$ cat config.mk
export PLATFORM = sky130hd
export DESIGN_NAME = psd_regs
export DESIGN_NICKNAME = d
export VERILOG_FILES = /design/src/rtl/psd_pkg.sv /design/src/rtl/psd_regif_if.sv /design/src/rtl/psd_event_flag.sv /design/src/rtl/psd_mdio_serial.sv /design/src/rtl/psd_regs.sv
export SDC_FILE = /design/constraint.sdc
export NUM_CORES = 1
export LEC_CHECK = 0
export BUFFER_PORTS_ARGS = -buffer_cell sky130_fd_sc_hd__buf_2
export CORE_ASPECT_RATIO = 1.5
export CORE_MARGIN = 1
export CORE_UTILIZATION = 45
export DETAILED_ROUTE_END_ITERATION = 6
export HOLD_SLACK_MARGIN = 0.1
export PLACE_DENSITY_LB_ADDON = 0.1
export SYNTH_ARGS = -nofsm -noshare
export SYNTH_HDL_FRONTEND = slang
export SYNTH_SLANG_ARGS = --single-unit
export TNS_END_PERCENT = 1
$ cat constraint.sdc
create_clock -name clk_sys_i -period 4.2 [get_ports clk_sys_i]
set_input_delay 0 -clock clk_sys_i [delete_from_list [all_inputs] [get_ports clk_sys_i]]
set_output_delay 0 -clock clk_sys_i [all_outputs]
set_load 0.005 [all_outputs]
$ cat src/rtl/psd_pkg.sv
/*
 * Constants for the transceiver status, event and cable diagnostic register bank.
 * Assumes a single system clock and a management serial frame of standard layout.
 */
package psd_pkg;

    ////////////////////////////////////////////////////////////////////////////
    // Register offsets
    localparam logic [4:0] PSD_OFS_INT_CTRL_STAT = 5'h1B;
    localparam logic [4:0] PSD_OFS_CABLE_DIAG    = 5'h1D;
    localparam logic [4:0] PSD_OFS_PHY_CTRL_ONE  = 5'h1E;

    ////////////////////////////////////////////////////////////////////////////
    // Field positions
    localparam int PSD_EVT_NUM       = 4;
    localparam int PSD_BIT_ENABLE_LO = 8;
    localparam int PSD_BIT_TEST_EN   = 15;
    localparam int PSD_BIT_RES_LO    = 13;
    localparam int PSD_BIT_SHORT     = 12;
    localparam int PSD_BIT_DRSV_LO   = 9;
    localparam int PSD_BIT_PAUSE     = 9;
    localparam int PSD_BIT_LINK      = 8;
    localparam int PSD_BIT_POLARITY  = 7;
    localparam int PSD_BIT_MDIX      = 5;
    localparam int PSD_BIT_ENERGY    = 4;
    localparam int PSD_BIT_ISOLATE   = 3;

    ////////////////////////////////////////////////////////////////////////////
    // Reset values and codes
    localparam logic [7:0]  PSD_RST_ENABLES  = 8'h00;
    localparam logic [2:0]  PSD_RST_DRSV     = 3'h0;
    localparam logic [1:0]  PSD_RES_NORMAL   = 2'h0;
    localparam logic [8:0]  PSD_RST_DIST     = 9'h000;
    localparam logic [2:0]  PSD_MODE_NEGOT   = 3'h0;
    localparam logic [15:0] PSD_READ_UNMAP   = 16'hFFFF;

    ////////////////////////////////////////////////////////////////////////////
    // Serial management frame
    localparam logic [5:0] PSD_PREAMBLE_LEN = 6'h20;
    localparam logic [1:0] PSD_OP_READ      = 2'h2;
    localparam logic [1:0] PSD_OP_WRITE     = 2'h1;
    localparam logic [4:0] PSD_ADR_BITS     = 5'h0A;
    localparam logic [4:0] PSD_DATA_BITS    = 5'h10;

    typedef enum logic [2:0] {
        PSD_S_PRE  = 3'h0,
        PSD_S_ST   = 3'h1,
        PSD_S_OP   = 3'h2,
        PSD_S_ADR  = 3'h3,
        PSD_S_TA   = 3'h4,
        PSD_S_DATA = 3'h5
    } psd_ser_state_t;

endpackage

$ cat src/rtl/psd_regif_if.sv
/*
 * Register access carrier between the serial frame engine and the register bank.
 * Assumes strobes are single-cycle and read data is combinational from the bank.
 */
`timescale 1ns/10ps
interface psd_regif_if;
    logic        rd_stb;    // Read of addr taken this cycle
    logic        wr_stb;    // Write of wdata to addr this cycle
    logic [4:0]  addr;      // Register offset
    logic [15:0] wdata;     // Write data
    logic [15:0] rdata;     // Read data for addr

    modport serial (output rd_stb, output wr_stb, output addr, output wdata, input rdata);
    modport regs   (input rd_stb, input wr_stb, input addr, input wdata, output rdata);
endinterface // psd_regif_if

$ cat src/rtl/psd_event_flag.sv
/*
 * One sticky event flag, cleared by a read of its register.
 * Assumes set and clear are single-cycle pulses on the system clock.
 */
`timescale 1ns/10ps
module psd_event_flag (
    input  wire logic clk_sys_i,   // System clock
    input  wire logic rst_b_i,     // Async reset, active low
    input  wire logic set_i,       // Event pulse
    input  wire logic clr_i,       // Read clear pulse
    output logic      flag_o       // Sticky flag
);
    // Set wins over a clear arriving in the same cycle
    always_ff @(posedge clk_sys_i or negedge rst_b_i) begin
        if (!rst_b_i) begin
            flag_o <= 1'b0;
        end else begin
            flag_o <= set_i | (flag_o & ~clr_i);
        end
    end
endmodule // psd_event_flag

$ cat src/rtl/psd_mdio_serial.sv
/*
 * Management serial frame engine: preamble, start, opcode, addresses, turnaround, data.
 * Assumes the management clock and data arrive synchronous to the system clock.
 */
`timescale 1ns/10ps
module psd_mdio_serial
    import psd_pkg::*;
#(
    parameter logic [4:0] PHY_ADDR = 5'h00
) (
    input  wire logic clk_sys_i,    // System clock
    input  wire logic rst_b_i,      // Async reset, active low
    input  wire logic mdc_i,        // Management clock, sampled
    input  wire logic mdio_i,       // Management data in
    output logic      mdio_o,       // Management data out
    output logic      mdio_oe_o,    // Management data drive enable
    psd_regif_if.serial bus         // Register access
);
    psd_ser_state_t state_reg;
    logic        mdc_q;
    logic        rise;
    logic [5:0]  ones_reg;
    logic [4:0]  cnt_reg;
    logic [15:0] sh_reg;
    logic [15:0] rsh_reg;
    logic        is_rd_reg;
    logic        sel_reg;
    logic [15:0] sh_next;
    logic [4:0]  addr_reg;

    assign rise    = mdc_i & ~mdc_q;
    assign sh_next = {sh_reg[14:0], mdio_i};
    assign bus.addr   = addr_reg;
    assign bus.wdata  = sh_next;
    // Read taken on first turnaround edge, write on last data edge
    assign bus.rd_stb = rise & (state_reg == PSD_S_TA) & (cnt_reg == 5'h00) & is_rd_reg & sel_reg;
    assign bus.wr_stb = rise & (state_reg == PSD_S_DATA) & (cnt_reg == PSD_DATA_BITS - 5'h01)
                        & ~is_rd_reg & sel_reg;

    // Management clock edge detect
    always_ff @(posedge clk_sys_i or negedge rst_b_i) begin
        if (!rst_b_i) mdc_q <= 1'b0;
        else          mdc_q <= mdc_i;
    end

    // Frame sequencer
    always_ff @(posedge clk_sys_i or negedge rst_b_i) begin
        if (!rst_b_i) begin
            state_reg <= PSD_S_PRE;
            ones_reg  <= 6'h00;
            cnt_reg   <= 5'h00;
            sh_reg    <= 16'h0000;
            rsh_reg   <= 16'h0000;
            is_rd_reg <= 1'b0;
            sel_reg   <= 1'b0;
            addr_reg  <= 5'h00;
            mdio_o    <= 1'b0;
            mdio_oe_o <= 1'b0;
        end else if (rise) begin
            sh_reg  <= sh_next;
            cnt_reg <= cnt_reg + 5'h01;
            case (state_reg)
                PSD_S_PRE: begin
                    if (mdio_i) begin
                        if (ones_reg != PSD_PREAMBLE_LEN) ones_reg <= ones_reg + 6'h01;
                    end else if (ones_reg == PSD_PREAMBLE_LEN) begin
                        state_reg <= PSD_S_ST;
                    end else begin
                        ones_reg <= 6'h00;
                    end
                end
                PSD_S_ST: begin
                    ones_reg  <= 6'h00;
                    cnt_reg   <= 5'h00;
                    state_reg <= mdio_i ? PSD_S_OP : PSD_S_PRE;
                end
                PSD_S_OP: begin
                    if (cnt_reg == 5'h01) begin
                        cnt_reg   <= 5'h00;
                        is_rd_reg <= (sh_next[1:0] == PSD_OP_READ);
                        state_reg <= (sh_next[1:0] == PSD_OP_READ ||
                                      sh_next[1:0] == PSD_OP_WRITE) ? PSD_S_ADR : PSD_S_PRE;
                    end
                end
                PSD_S_ADR: begin
                    if (cnt_reg == PSD_ADR_BITS - 5'h01) begin
                        cnt_reg   <= 5'h00;
                        sel_reg   <= (sh_next[9:5] == PHY_ADDR);
                        addr_reg  <= sh_next[4:0];
                        state_reg <= PSD_S_TA;
                    end
                end
                PSD_S_TA: begin
                    if (cnt_reg == 5'h00) begin
                        rsh_reg <= bus.rdata;
                        if (is_rd_reg && sel_reg) begin
                            mdio_oe_o <= 1'b1;
                            mdio_o    <= 1'b0;
                        end
                    end else begin
                        cnt_reg   <= 5'h00;
                        state_reg <= PSD_S_DATA;
                        mdio_o    <= rsh_reg[15];
                        rsh_reg   <= {rsh_reg[14:0], 1'b0};
                    end
                end
                PSD_S_DATA: begin
                    mdio_o  <= rsh_reg[15];
                    rsh_reg <= {rsh_reg[14:0], 1'b0};
                    if (cnt_reg == PSD_DATA_BITS - 5'h01) begin
                        mdio_oe_o <= 1'b0;
                        mdio_o    <= 1'b0;
                        ones_reg  <= 6'h00;
                        state_reg <= PSD_S_PRE;
                    end
                end
                default: state_reg <= PSD_S_PRE;
            endcase
        end
    end
endmodule // psd_mdio_serial

$ cat src/rtl/psd_regs.sv
/*
 * Transceiver status, event and cable diagnostic register bank behind the
 * management serial interface, with the interrupt pin.
 * Assumes all core status and event inputs are synchronous to clk_sys_i.
 */
`timescale 1ns/10ps
module psd_regs
    import psd_pkg::*;
#(
    parameter logic [4:0] PHY_ADDR = 5'h00
) (
    input  wire logic       clk_sys_i,       // System clock, 10 MHz
    input  wire logic       rst_b_i,         // Async reset, active low
    input  wire logic       mdc_i,           // Management clock
    input  wire logic       mdio_i,          // Management data in
    output logic            mdio_o,          // Management data out
    output logic            mdio_oe_o,       // Management data drive enable
    input  wire logic       lp_ack_i,        // Partner acknowledge pulse
    input  wire logic       rem_fault_i,     // Remote fault pulse
    input  wire logic       link_up_i,       // Current link state
    input  wire logic       pause_cap_i,     // Flow control capable
    input  wire logic       pol_rev_i,       // Receive polarity reversed
    input  wire logic       mdix_i,          // Crossover resolved to MDI-X
    input  wire logic       energy_i,        // Receive pair energy present
    input  wire logic [2:0] op_mode_i,       // Resolved operating mode
    input  wire logic       int_level_i,     // Interrupt pin active high
    input  wire logic       diag_done_i,     // Cable test finished pulse
    input  wire logic [1:0] diag_result_i,   // Cable test outcome
    input  wire logic       diag_short_i,    // Cable under ten meters
    input  wire logic [8:0] diag_dist_i,     // Distance to fault
    output logic            diag_start_o,    // Cable test start pulse
    output logic            isolate_o,       // Isolate mode
    output logic            int_o            // Interrupt pin
);

    ////////////////////////////////////////////////////////////////////////////
    // Elaboration check

    if (PHY_ADDR > 5'h1F) begin : g_bad_addr
        $error("PHY_ADDR out of range");
    end

    ////////////////////////////////////////////////////////////////////////////
    // Serial engine

    psd_regif_if bus ();

    psd_mdio_serial #(
        .PHY_ADDR (PHY_ADDR)
    ) u_serial (
        .clk_sys_i (clk_sys_i),
        .rst_b_i   (rst_b_i),
        .mdc_i     (mdc_i),
        .mdio_i    (mdio_i),
        .mdio_o    (mdio_o),
        .mdio_oe_o (mdio_oe_o),
        .bus       (bus.serial)
    );

    // Decoded accesses
    logic wr_int;
    logic wr_diag;
    logic wr_ctrl;
    logic rd_int;

    assign wr_int  = bus.wr_stb & (bus.addr == PSD_OFS_INT_CTRL_STAT);
    assign wr_diag = bus.wr_stb & (bus.addr == PSD_OFS_CABLE_DIAG);
    assign wr_ctrl = bus.wr_stb & (bus.addr == PSD_OFS_PHY_CTRL_ONE);
    assign rd_int  = bus.rd_stb & (bus.addr == PSD_OFS_INT_CTRL_STAT);

    ////////////////////////////////////////////////////////////////////////////
    // Core status capture

    logic       pause_reg;
    logic       link_reg;
    logic       pol_reg;
    logic       mdix_reg;
    logic       energy_reg;
    logic [2:0] mode_reg;

    // Status inputs registered once; register reads see the captured copy
    always_ff @(posedge clk_sys_i or negedge rst_b_i) begin
        if (!rst_b_i) begin
            pause_reg  <= 1'b0;
            link_reg   <= 1'b0;
            pol_reg    <= 1'b0;
            mdix_reg   <= 1'b0;
            energy_reg <= 1'b0;
            mode_reg   <= PSD_MODE_NEGOT;
        end else begin
            pause_reg  <= pause_cap_i;
            link_reg   <= link_up_i;
            pol_reg    <= pol_rev_i;
            mdix_reg   <= mdix_i;
            energy_reg <= energy_i;
            mode_reg   <= op_mode_i;
        end
    end

    ////////////////////////////////////////////////////////////////////////////
    // Event flags

    logic [PSD_EVT_NUM-1:0] evt_set;
    logic [PSD_EVT_NUM-1:0] evt_flag;

    assign evt_set[0] = link_up_i & ~link_reg;
    assign evt_set[1] = rem_fault_i;
    assign evt_set[2] = ~link_up_i & link_reg;
    assign evt_set[3] = lp_ack_i;

    // flags clear on read of the status register
    for (genvar i = 0; i < PSD_EVT_NUM; i++) begin : g_evt
        psd_event_flag u_flag (
            .clk_sys_i (clk_sys_i),
            .rst_b_i   (rst_b_i),
            .set_i     (evt_set[i]),
            .clr_i     (rd_int),
            .flag_o    (evt_flag[i])
        );
    end

    ////////////////////////////////////////////////////////////////////////////
    // Event enables

    logic [7:0] enable_reg;

    always_ff @(posedge clk_sys_i or negedge rst_b_i) begin
        if (!rst_b_i) begin
            enable_reg <= PSD_RST_ENABLES;
        end else if (wr_int) begin
            enable_reg <= bus.wdata[PSD_BIT_ENABLE_LO+7:PSD_BIT_ENABLE_LO];
        end
    end

    ////////////////////////////////////////////////////////////////////////////
    // Interrupt pin

    logic int_any;

    // any enabled flag asserts the pin, driving it high or low as int_level_i selects
    assign int_any = |(evt_flag & enable_reg[PSD_EVT_NUM-1:0]);

    // pin polarity from the level control; idle high at reset
    always_ff @(posedge clk_sys_i or negedge rst_b_i) begin
        if (!rst_b_i) begin
            int_o <= 1'b1;
        end else begin
            int_o <= int_level_i ? int_any : ~int_any;
        end
    end

    ////////////////////////////////////////////////////////////////////////////
    // Cable diagnostic

    logic       test_en_reg;
    logic [1:0] result_reg;
    logic       short_reg;
    logic [2:0] drsv_reg;
    logic [8:0] dist_reg;
    logic       start_req;

    // A new test starts only when none is running
    assign start_req = wr_diag & bus.wdata[PSD_BIT_TEST_EN] & ~test_en_reg;

    // test enable set by software, self-cleared on completion
    always_ff @(posedge clk_sys_i or negedge rst_b_i) begin
        if (!rst_b_i) begin
            test_en_reg <= 1'b0;
        end else if (start_req) begin
            test_en_reg <= 1'b1;
        end else if (diag_done_i) begin
            test_en_reg <= 1'b0;
        end
    end

    // One-cycle start pulse to the analog test engine
    always_ff @(posedge clk_sys_i or negedge rst_b_i) begin
        if (!rst_b_i) begin
            diag_start_o <= 1'b0;
        end else begin
            diag_start_o <= start_req;
        end
    end

    // results loaded in the same edge that clears test enable
    always_ff @(posedge clk_sys_i or negedge rst_b_i) begin
        if (!rst_b_i) begin
            result_reg <= PSD_RES_NORMAL;
            short_reg  <= 1'b0;
            dist_reg   <= PSD_RST_DIST;
        end else if (diag_done_i && test_en_reg) begin
            result_reg <= diag_result_i;
            short_reg  <= diag_short_i;
            dist_reg   <= diag_dist_i;
        end
    end

    // Reserved read/write bits keep their written value
    always_ff @(posedge clk_sys_i or negedge rst_b_i) begin
        if (!rst_b_i) begin
            drsv_reg <= PSD_RST_DRSV;
        end else if (wr_diag) begin
            drsv_reg <= bus.wdata[PSD_BIT_TEST_EN-4:PSD_BIT_DRSV_LO];
        end
    end

    ////////////////////////////////////////////////////////////////////////////
    // Isolate control

    always_ff @(posedge clk_sys_i or negedge rst_b_i) begin
        if (!rst_b_i) begin
            isolate_o <= 1'b0;
        end else if (wr_ctrl) begin
            isolate_o <= bus.wdata[PSD_BIT_ISOLATE];
        end
    end

    ////////////////////////////////////////////////////////////////////////////
    // Read data

    logic [15:0] int_word;
    logic [15:0] diag_word;
    logic [15:0] ctrl_word;

    // Status word: enables above, four flags below, upper flags read zero
    always_comb begin
        int_word = 16'h0000;
        int_word[PSD_BIT_ENABLE_LO+7:PSD_BIT_ENABLE_LO] = enable_reg;
        int_word[PSD_EVT_NUM-1:0] = evt_flag;
    end

    // Cable diagnostic word
    always_comb begin
        diag_word = 16'h0000;
        diag_word[PSD_BIT_TEST_EN] = test_en_reg;
        diag_word[PSD_BIT_RES_LO+1:PSD_BIT_RES_LO] = result_reg;
        diag_word[PSD_BIT_SHORT] = short_reg;
        diag_word[PSD_BIT_TEST_EN-4:PSD_BIT_DRSV_LO] = drsv_reg;
        diag_word[8:0] = dist_reg;
    end

    // Control one word; reserved bits read zero
    always_comb begin
        ctrl_word = 16'h0000;
        ctrl_word[PSD_BIT_PAUSE]    = pause_reg;
        ctrl_word[PSD_BIT_LINK]     = link_reg;
        ctrl_word[PSD_BIT_POLARITY] = pol_reg;
        ctrl_word[PSD_BIT_MDIX]     = mdix_reg;
        ctrl_word[PSD_BIT_ENERGY]   = energy_reg;
        ctrl_word[PSD_BIT_ISOLATE]  = isolate_o;
        ctrl_word[2:0]              = mode_reg;
    end

    // Register select; offsets outside this bank read all ones
    always_comb begin
        case (bus.addr)
            PSD_OFS_INT_CTRL_STAT: bus.rdata = int_word;
            PSD_OFS_CABLE_DIAG:    bus.rdata = diag_word;
            PSD_OFS_PHY_CTRL_ONE:  bus.rdata = ctrl_word;
            default:               bus.rdata = PSD_READ_UNMAP;
        endcase
    end

endmodule // psd_regs

==> metrics.md, run 1 <==
| Metric | Value |
|---|---|
| Outcome | finished, final reports clean |
| Slowest CP cell | nor2_1 |
| Power density cells | 492 nW/um^2 |
| Post-synthesis instance total | 399 |
| Fill cells | 829 |
| Stages on worst setup path | 5 |
| Post-synth net total | 434 |
| Sequential cell area | around 2400 um^2 |
| Top sig layer | met4 |
| Worst setup SP type | flop |
| Final setup fails | 0 |
| M1 WL | 3.92 mm |
| Unrepaired setup endpoints after global routing | false |
| Setup crit end kind | flop |
| Area post-placement | 4520 um^2 |
| Ys Warns | 0 |
| Buffers on Ports | 32 |
| Postcts setup bufs | 0 |
| Worst Skew | around 0.005 ns |
| # rows | 43 |
| Critical Path Fanout Max | 14 |
| Num Clock Sinks | 94 |
| Post-Route WL | 9.27 mm |
| CTS root buffer | clkbuf_16 |
| CTS resizes | 0 |
| Pin count of the biggest net entering global routing | 53 |
| Residual DRC count | 0 |
| Nets | 489 |
| Post-synthesis async set-or-reset flop share | 1.00 |
| Synth Cell Area | between 4000 and 5000 um^2 |
| Core area | 9250 um^2 |
| Largest register FFs | 16 |
| Commonest cells post-synth | dfrtp_1, nand2_1, mux2_2 |
| Area leader, netlist | dfrtp_1 |
| Post-synth cell types | 49 |
| First-pass GRT wire length | roughly 16 mm |
| DP Wirelength | 6.53 mm |
| Critical path type | reg -> reg |
| CP Data Required Time | ~4.4 ns |
| Hold crit path type | in -> async |
| WL met2 | slightly below 5 mm |
| Met3 routed WL | 216 um |
| Initial antenna violation count | 0 |
| Routed len/inst | about 16 um |
| Most used DFF post-synth | dfrtp_1 |
| Area Growth Syn to Fin | 17.8% |
| Crit path buf inv count | 0 |
| Reg2reg path depth | 5 |
| Final Wtd Congestion | 0.843 |
| CTS tree | yes |
| Avg Synthesized Cell Area | 10.7 um^2 |
| Initial DRC Count | 197 |
| Overflow after GRT | 0 |
| Via count | 3168 |
| Max Cap Violations | 0 |
| #FFs+latches synth | 94 |
| Non-filler cells, final | 570 |
| Die area | 9900 um^2 |
| Post-route minimum period | approximately 2.4 ns |
| DRT antenna net count | 0 |
| CTS clock-pin slew for the worst setup and hold paths | 0.06 ns |
| Most common cell in the netlist | dfrtp_1 |
| Vias per cell | 5.56 |
| Largest cells by area after synthesis | dfrtp_1, mux2_2, nand2_1, o21ai_0, a221oi_2 |
| Seq/Total Area, Yosys | 0.550 |
| Area of the multi-input gates | 1790 um^2 |
| Design area | approximately 5000 um^2 |
| Maximum level of the CTS H-tree | 3 |
| Fin. max-slew vios | 0 |
| P_leak | 2.38 nW |
| CP Cell Sequence | nor3b_2 -> nand2_1 -> nor2_1 -> nand4_1 -> a22o_1 |
| Top cell type's share of synthesized area | 0.544 |
| CTS buffer count | 9 |
| Initial Util | 0.462 |
| Crit path max-delay family | simple AND/OR/NAND/NOR gates |
| Pre-Repair DR Iteration Count | 4 |
| Final Cycle Share | 0.567 |
| Placed Cells | between 500 and 600 |
| CP arrival | approximately 2.6 ns |
| Worst vdd ir | 0.242 mV |
| Relative slew slack | 0.446 |
| N_diodes | 0 |
| Die Height | 121 um |
| Setup TNS Final | 0 ns |
| GRT Overall Usage | 0.214 |
| Final hold vios | 0 |
| Io pins | 33 |
| Max clock buf depth | 2 |
| Die X | 81.6 um |
| Vias in the first global route | 3192 |
| Achievable Freq | 420 MHz |
| Layout cells sized above 1 | 0.205 |
| Clk Latency, worst-skew pair | 0.34 ns |
| Worst-Margin Slew | 0.828 ns |
| Post-synth EDFFs | 0 |
| Max incr delay on CP | 0.65 ns |
## power by group
group          switching (mW)  total (mW)  internal [mW]
combinational           0.272       0.505          0.234
clock                   0.319       0.715          0.397
sequential              0.177        1.26           1.08
## layout by cell type (no fill, tap or decap), types with 4 or more instances in the layout
cell,instances
a31oi_1,5
clkbuf_16,9
mux2_2,31
a21oi_1,17
nand3_1,7
o21ai_1,10
nor2_1,18
a221oi_1,8
ha_1,7
nand2_1,78
dlygate4sd3_1,27
dfrtp_1,93
buf_2,31
a22o_1,8
nand4_1,5
buf_4,4
clkbuf_1,4
o21ai_0,28
and2_1,4
inv_1,12
a221oi_2,7
## layout make-up
type | count | share of cell area
flip-flops and latches | 94 | 0.467
multi-input cells | 275 | 0.356
repair buffers | 62 | 0.0904
clock buffers | 13 | 0.0477
well taps | 112 | 0.0278
inverters | 12 | 0.00894
clock inverters | 2 | 0.00199
## stage by stage
| stage | power [mW] | util | hold slack (ns) | setup slack (ns) |
|---|---|---|---|---|
| after floorplan | 1.60 | - | -0.296 | 2.25 |
| after global placement | 1.75 | 0.488 | 0.0738 | 1.83 |
| after detailed placement | 1.77 | 0.488 | 0.0790 | 1.78 |
| after CTS | 2.51 | 0.544 | 0.258 | 1.77 |
| after global routing | 2.65 | 0.544 | 0.300 | 1.50 |
| final | 2.48 | 0.544 | 0.237 | 1.82 |
## per-layer routing
metal | global-route usage | vias up
met4 | 0.110 | 0
met2 | 0.366 | 52
li1 | - | 1541
met3 | 0.0338 | 20
met1 | 0.254 | 1555
met5 | 0 | -
## worst paths after layout
kind,end,slack [ns],startpoint
setup / recovery,g_evt[0].u_flag.flag_o$_DFF_PN0_,1.82,u_serial.state_reg[2]$_DFFE_PN0P_
hold / removal,u_serial.cnt_reg[3]$_DFFE_PN0N_,0.24,rst_b_i
setup reg to reg,g_evt[0].u_flag.flag_o$_DFF_PN0_,1.82,u_serial.state_reg[2]$_DFFE_PN0P_
hold reg to reg,u_serial.rsh_reg[1]$_DFFE_PN0P_,0.48,u_serial.rsh_reg[1]$_DFFE_PN0P_
max in group asynchronous,u_serial.rsh_reg[9]$_DFFE_PN0P_,2.96,rst_b_i
min in group clk_sys_i,mode_reg[1]$_DFF_PN0_,0.29,op_mode_i[1]
## logic make-up after synthesis
kind of cell | Yosys count | share of synthesized area
AOI/OAI and AO/OA | 98 | 0.159
xor gates and xnor gates | 1 | 0.00205
adders and majority gates | 7 | 0.0205
buffers and inverters | 30 | 0.0301
DFF | 94 | 0.550
muxes | 33 | 0.0863
and+or+nand+nor | 136 | 0.152
## timing repair
| item | CTS | global route |
|---|---|---|
| hold buffers | 27 | 0 |
| endpoints found under the hold margin | 79 | 0 |
| setup endpoints to repair | 0 | 0 |
(Power assumes the default switching activity.)
==> inputs of run 2 (changes only) <==
==> constraint.sdc (replaced) <==
create_clock -name clk_sys_i -period 2.4 [get_ports clk_sys_i]
set_input_delay 0 -clock clk_sys_i [delete_from_list [all_inputs] [get_ports clk_sys_i]]
set_output_delay 0 -clock clk_sys_i [all_outputs]
set_load 0.005 [all_outputs]
==> run 2 against run 1 <==
Against the previous run:
- count of clock-buffer cells in the layout did not move
- utilization rose by 1.2 points
- non-clock buffer count rose by 10
- power is 80% higher
- sequential power up 72%
- clock power increased by 85%
- worst hold slack worse by 0.059 ns
- critical path depth rose by 2
- die area unchanged
- largest cell class unchanged
==> metrics.md, run 2 (synthesis gave the netlist of run 1 again) <==
| Metric | Value |
|---|---|
| Outcome | finished, final reports clean |
| Postcts setup bufs | 0 (unchanged) |
| Max Cap Violations | 0 (unchanged) |
| Setup crit end kind | flop |
| Power, Total | 4.47 mW (+80%) |
| CTS buffer count | 9 (unchanged) |
| Die Height | 121 um (unchanged) |
| DP Wirelength | 6.72 mm (+2.9%) |
| Num Clock Sinks | 94 (unchanged) |
| CTS tree | yes |
| Placed Cells | 538 (+1.9%) |
| Overflow after GRT | 0 (unchanged) |
| R2r startpoint | u_serial.cnt_reg[0]$_DFFE_PN0N_ |
| Layout cells sized above 1 | 0.226 (+0.0208) |
| Pin count of the biggest net entering global routing | 41 (-23%) |
| CP arrival | 2.39 ns (-0.22 ns) |
| Setup TNS Final | 0 ns (unchanged) |
| Largest register FFs | 16 (unchanged) |
| M2 GR Usage | 0.386 (+0.0203) |
| Die area | 9900 um^2 (unchanged) |
| Commonest non-fill, non-tap cell in the layout | dfrtp_1 |
| CTS resizes | 0 (unchanged) |
| Worst-Margin Slew | 0.640 ns (-0.188 ns) |
| P_leak | 2.44 nW (+2.4%) |
| Area Growth Syn to Fin | 20.3% |
| Final core occ | 0.556 (+0.0116) |
| Max clock buf depth | 2 (unchanged) |
| FF-to-FF End | enable_reg[7]$_DFFE_PN0P_ |
| Initial Util | 0.462 (unchanged) |
| Maximum level of the CTS H-tree | 3 (unchanged) |
| Most frequent cells in the layout | dfrtp_1, nand2_1, mux2_2, buf_2, o21ai_0 |
| Die X | 81.6 um (unchanged) |
| Final setup fails | 0 (unchanged) |
| Final hold vios | 0 (unchanged) |
| Achievable Freq | 461 MHz (+9.6%) |
| DRT antenna net count | 0 (unchanged) |
| Io pins | 33 (unchanged) |
| CTS root buffer | clkbuf_16 |
| Reg2reg setup slack | 0.23 ns (-1.59 ns) |
| Residual DRC count | 0 (unchanged) |
| Fin. max-slew vios | 0 (unchanged) |
| Initial DRC Count | 140 (-29%) |
| GRT Overall Usage | 0.215 (+0.00112) |
| Nets | 499 (+2.0%) |
| Final Cycle Share | 0.905 (+0.338) |
| Via count | 3211 (+1.4%) |
| # rows | 43 (unchanged) |
| Design area | 5140 um^2 (+2.1%) |
| GRT busiest layer | met2 |
| Pre-CTS setup slack | 0.228 ns (-1.55 ns) |
| Crit path to | enable_reg[7]$_DFFE_PN0P_ |
| Unrepaired setup endpoints after global routing | false |
| Buffers on Ports | 32 (unchanged) |
| Hold crit path type | in -> async |
| Critical Path Fanout Max | 8 (-6) |
| Area post-placement | 4600 um^2 (+1.9%) |
| Non-filler cells, final | 581 (+1.9%) |
| Routed len/inst | 16.6 um (+1.8%) |
| Initial antenna violation count | 0 (unchanged) |
| Post-route minimum period | 2.17 ns (-0.208 ns) |
| First-pass GRT wire length | 15.7 mm (+0.40%) |
| Pre-Repair DR Iteration Count | 4 (unchanged) |
| Global Route met1 Usage | 0.245 (-0.00891) |
| # hold bufs at CTS | 27 (unchanged) |
| CP Data Required Time | 2.62 ns (-1.81 ns) |
| Worst setup SP type | flop |
| Met3 usage | 0.0331 (-0.000752) |
| WHS | 0.178 ns (-0.0591 ns) |
| Power density cells | 869 nW/um^2 (+77%) |
| Worst Setup SP | u_serial.cnt_reg[0]$_DFFE_PN0N_ |
| N_diodes | 0 (unchanged) |
| Core area | 9250 um^2 (unchanged) |
| Relative slew slack | 0.573 (+0.127) |
| Vias per cell | 5.53 (-0.56%) |
| Worst setup margin | 0.229 ns (-1.59 ns) |
| Post-Route WL | 9.62 mm (+3.8%) |
| Worst Skew | 0.00643 ns (+0.00128 ns) |
| Vias in the first global route | 3243 (+1.6%) |
| Reg2reg path depth | 7 (+2) |
| Worst vdd ir | 0.675 mV (+180%) |
| CTS clock-pin slew for the worst setup and hold paths | 0.06 ns (about the same) |
| Final Wtd Congestion | 0.884 (+4.9%) |
| Critical path type | reg -> reg |
| Clk Latency, worst-skew pair | 0.34 ns (about the same) |
==> run 2: routing by layer <==
metal	share of wire	wire (um)
met5	0	0
met4	0.026	249
met3	0.018	169
met1	0.42	4050
met2	0.53	5150
==> run 2: worst max-delay path, cell delays in order, from the launching register on <==
cell,delay (ns)
dfrtp_1,0.40
ha_1,0.20
and3_1,0.18
ha_1,0.16
nand3_1,0.13
nor4b_2,0.42
nand2_2,0.24
mux2_2,0.33
==> run 2: where the power goes <==
part	switching (mW)	internal, mW	leakage [nW]	total, mW
Clock	0.589	0.730	0.126	1.32
Sequential	0.275	1.89	1.21	2.17
Combinational	0.536	0.449	1.11	0.984
==> run 2: cell type report <==
type / instances / area [um^2]
flip-flops and latches: 94 / 2350
multi-input cells: 275 / 1790
clock inverters: 3 / 20.0
inverters: 12 / 45.0
fillers: 838 / 4110
repair buffers: 72 / 543
well taps: 112 / 140
clock buffers: 13 / 250
==> run 2: how the worst min path moves through the flow <==
stage                     startpoint                          endpoint  slack, ns  depth (start not counted)
after floorplan              rst_b_i            diag_start_o$_DFF_PN0_      -0.30                          0
after global placement       rst_b_i          u_serial.mdc_q$_DFF_PN0_       0.02                          1
after detailed placement     rst_b_i          u_serial.mdc_q$_DFF_PN0_       0.01                          1
after CTS                    rst_b_i    u_serial.sh_reg[2]$_DFFE_PN0N_       0.19                          2
after global routing         rst_b_i  u_serial.bus.addr[0]$_DFFE_PN0P_       0.23                          2
final                        rst_b_i    u_serial.sh_reg[2]$_DFFE_PN0N_       0.18                          2
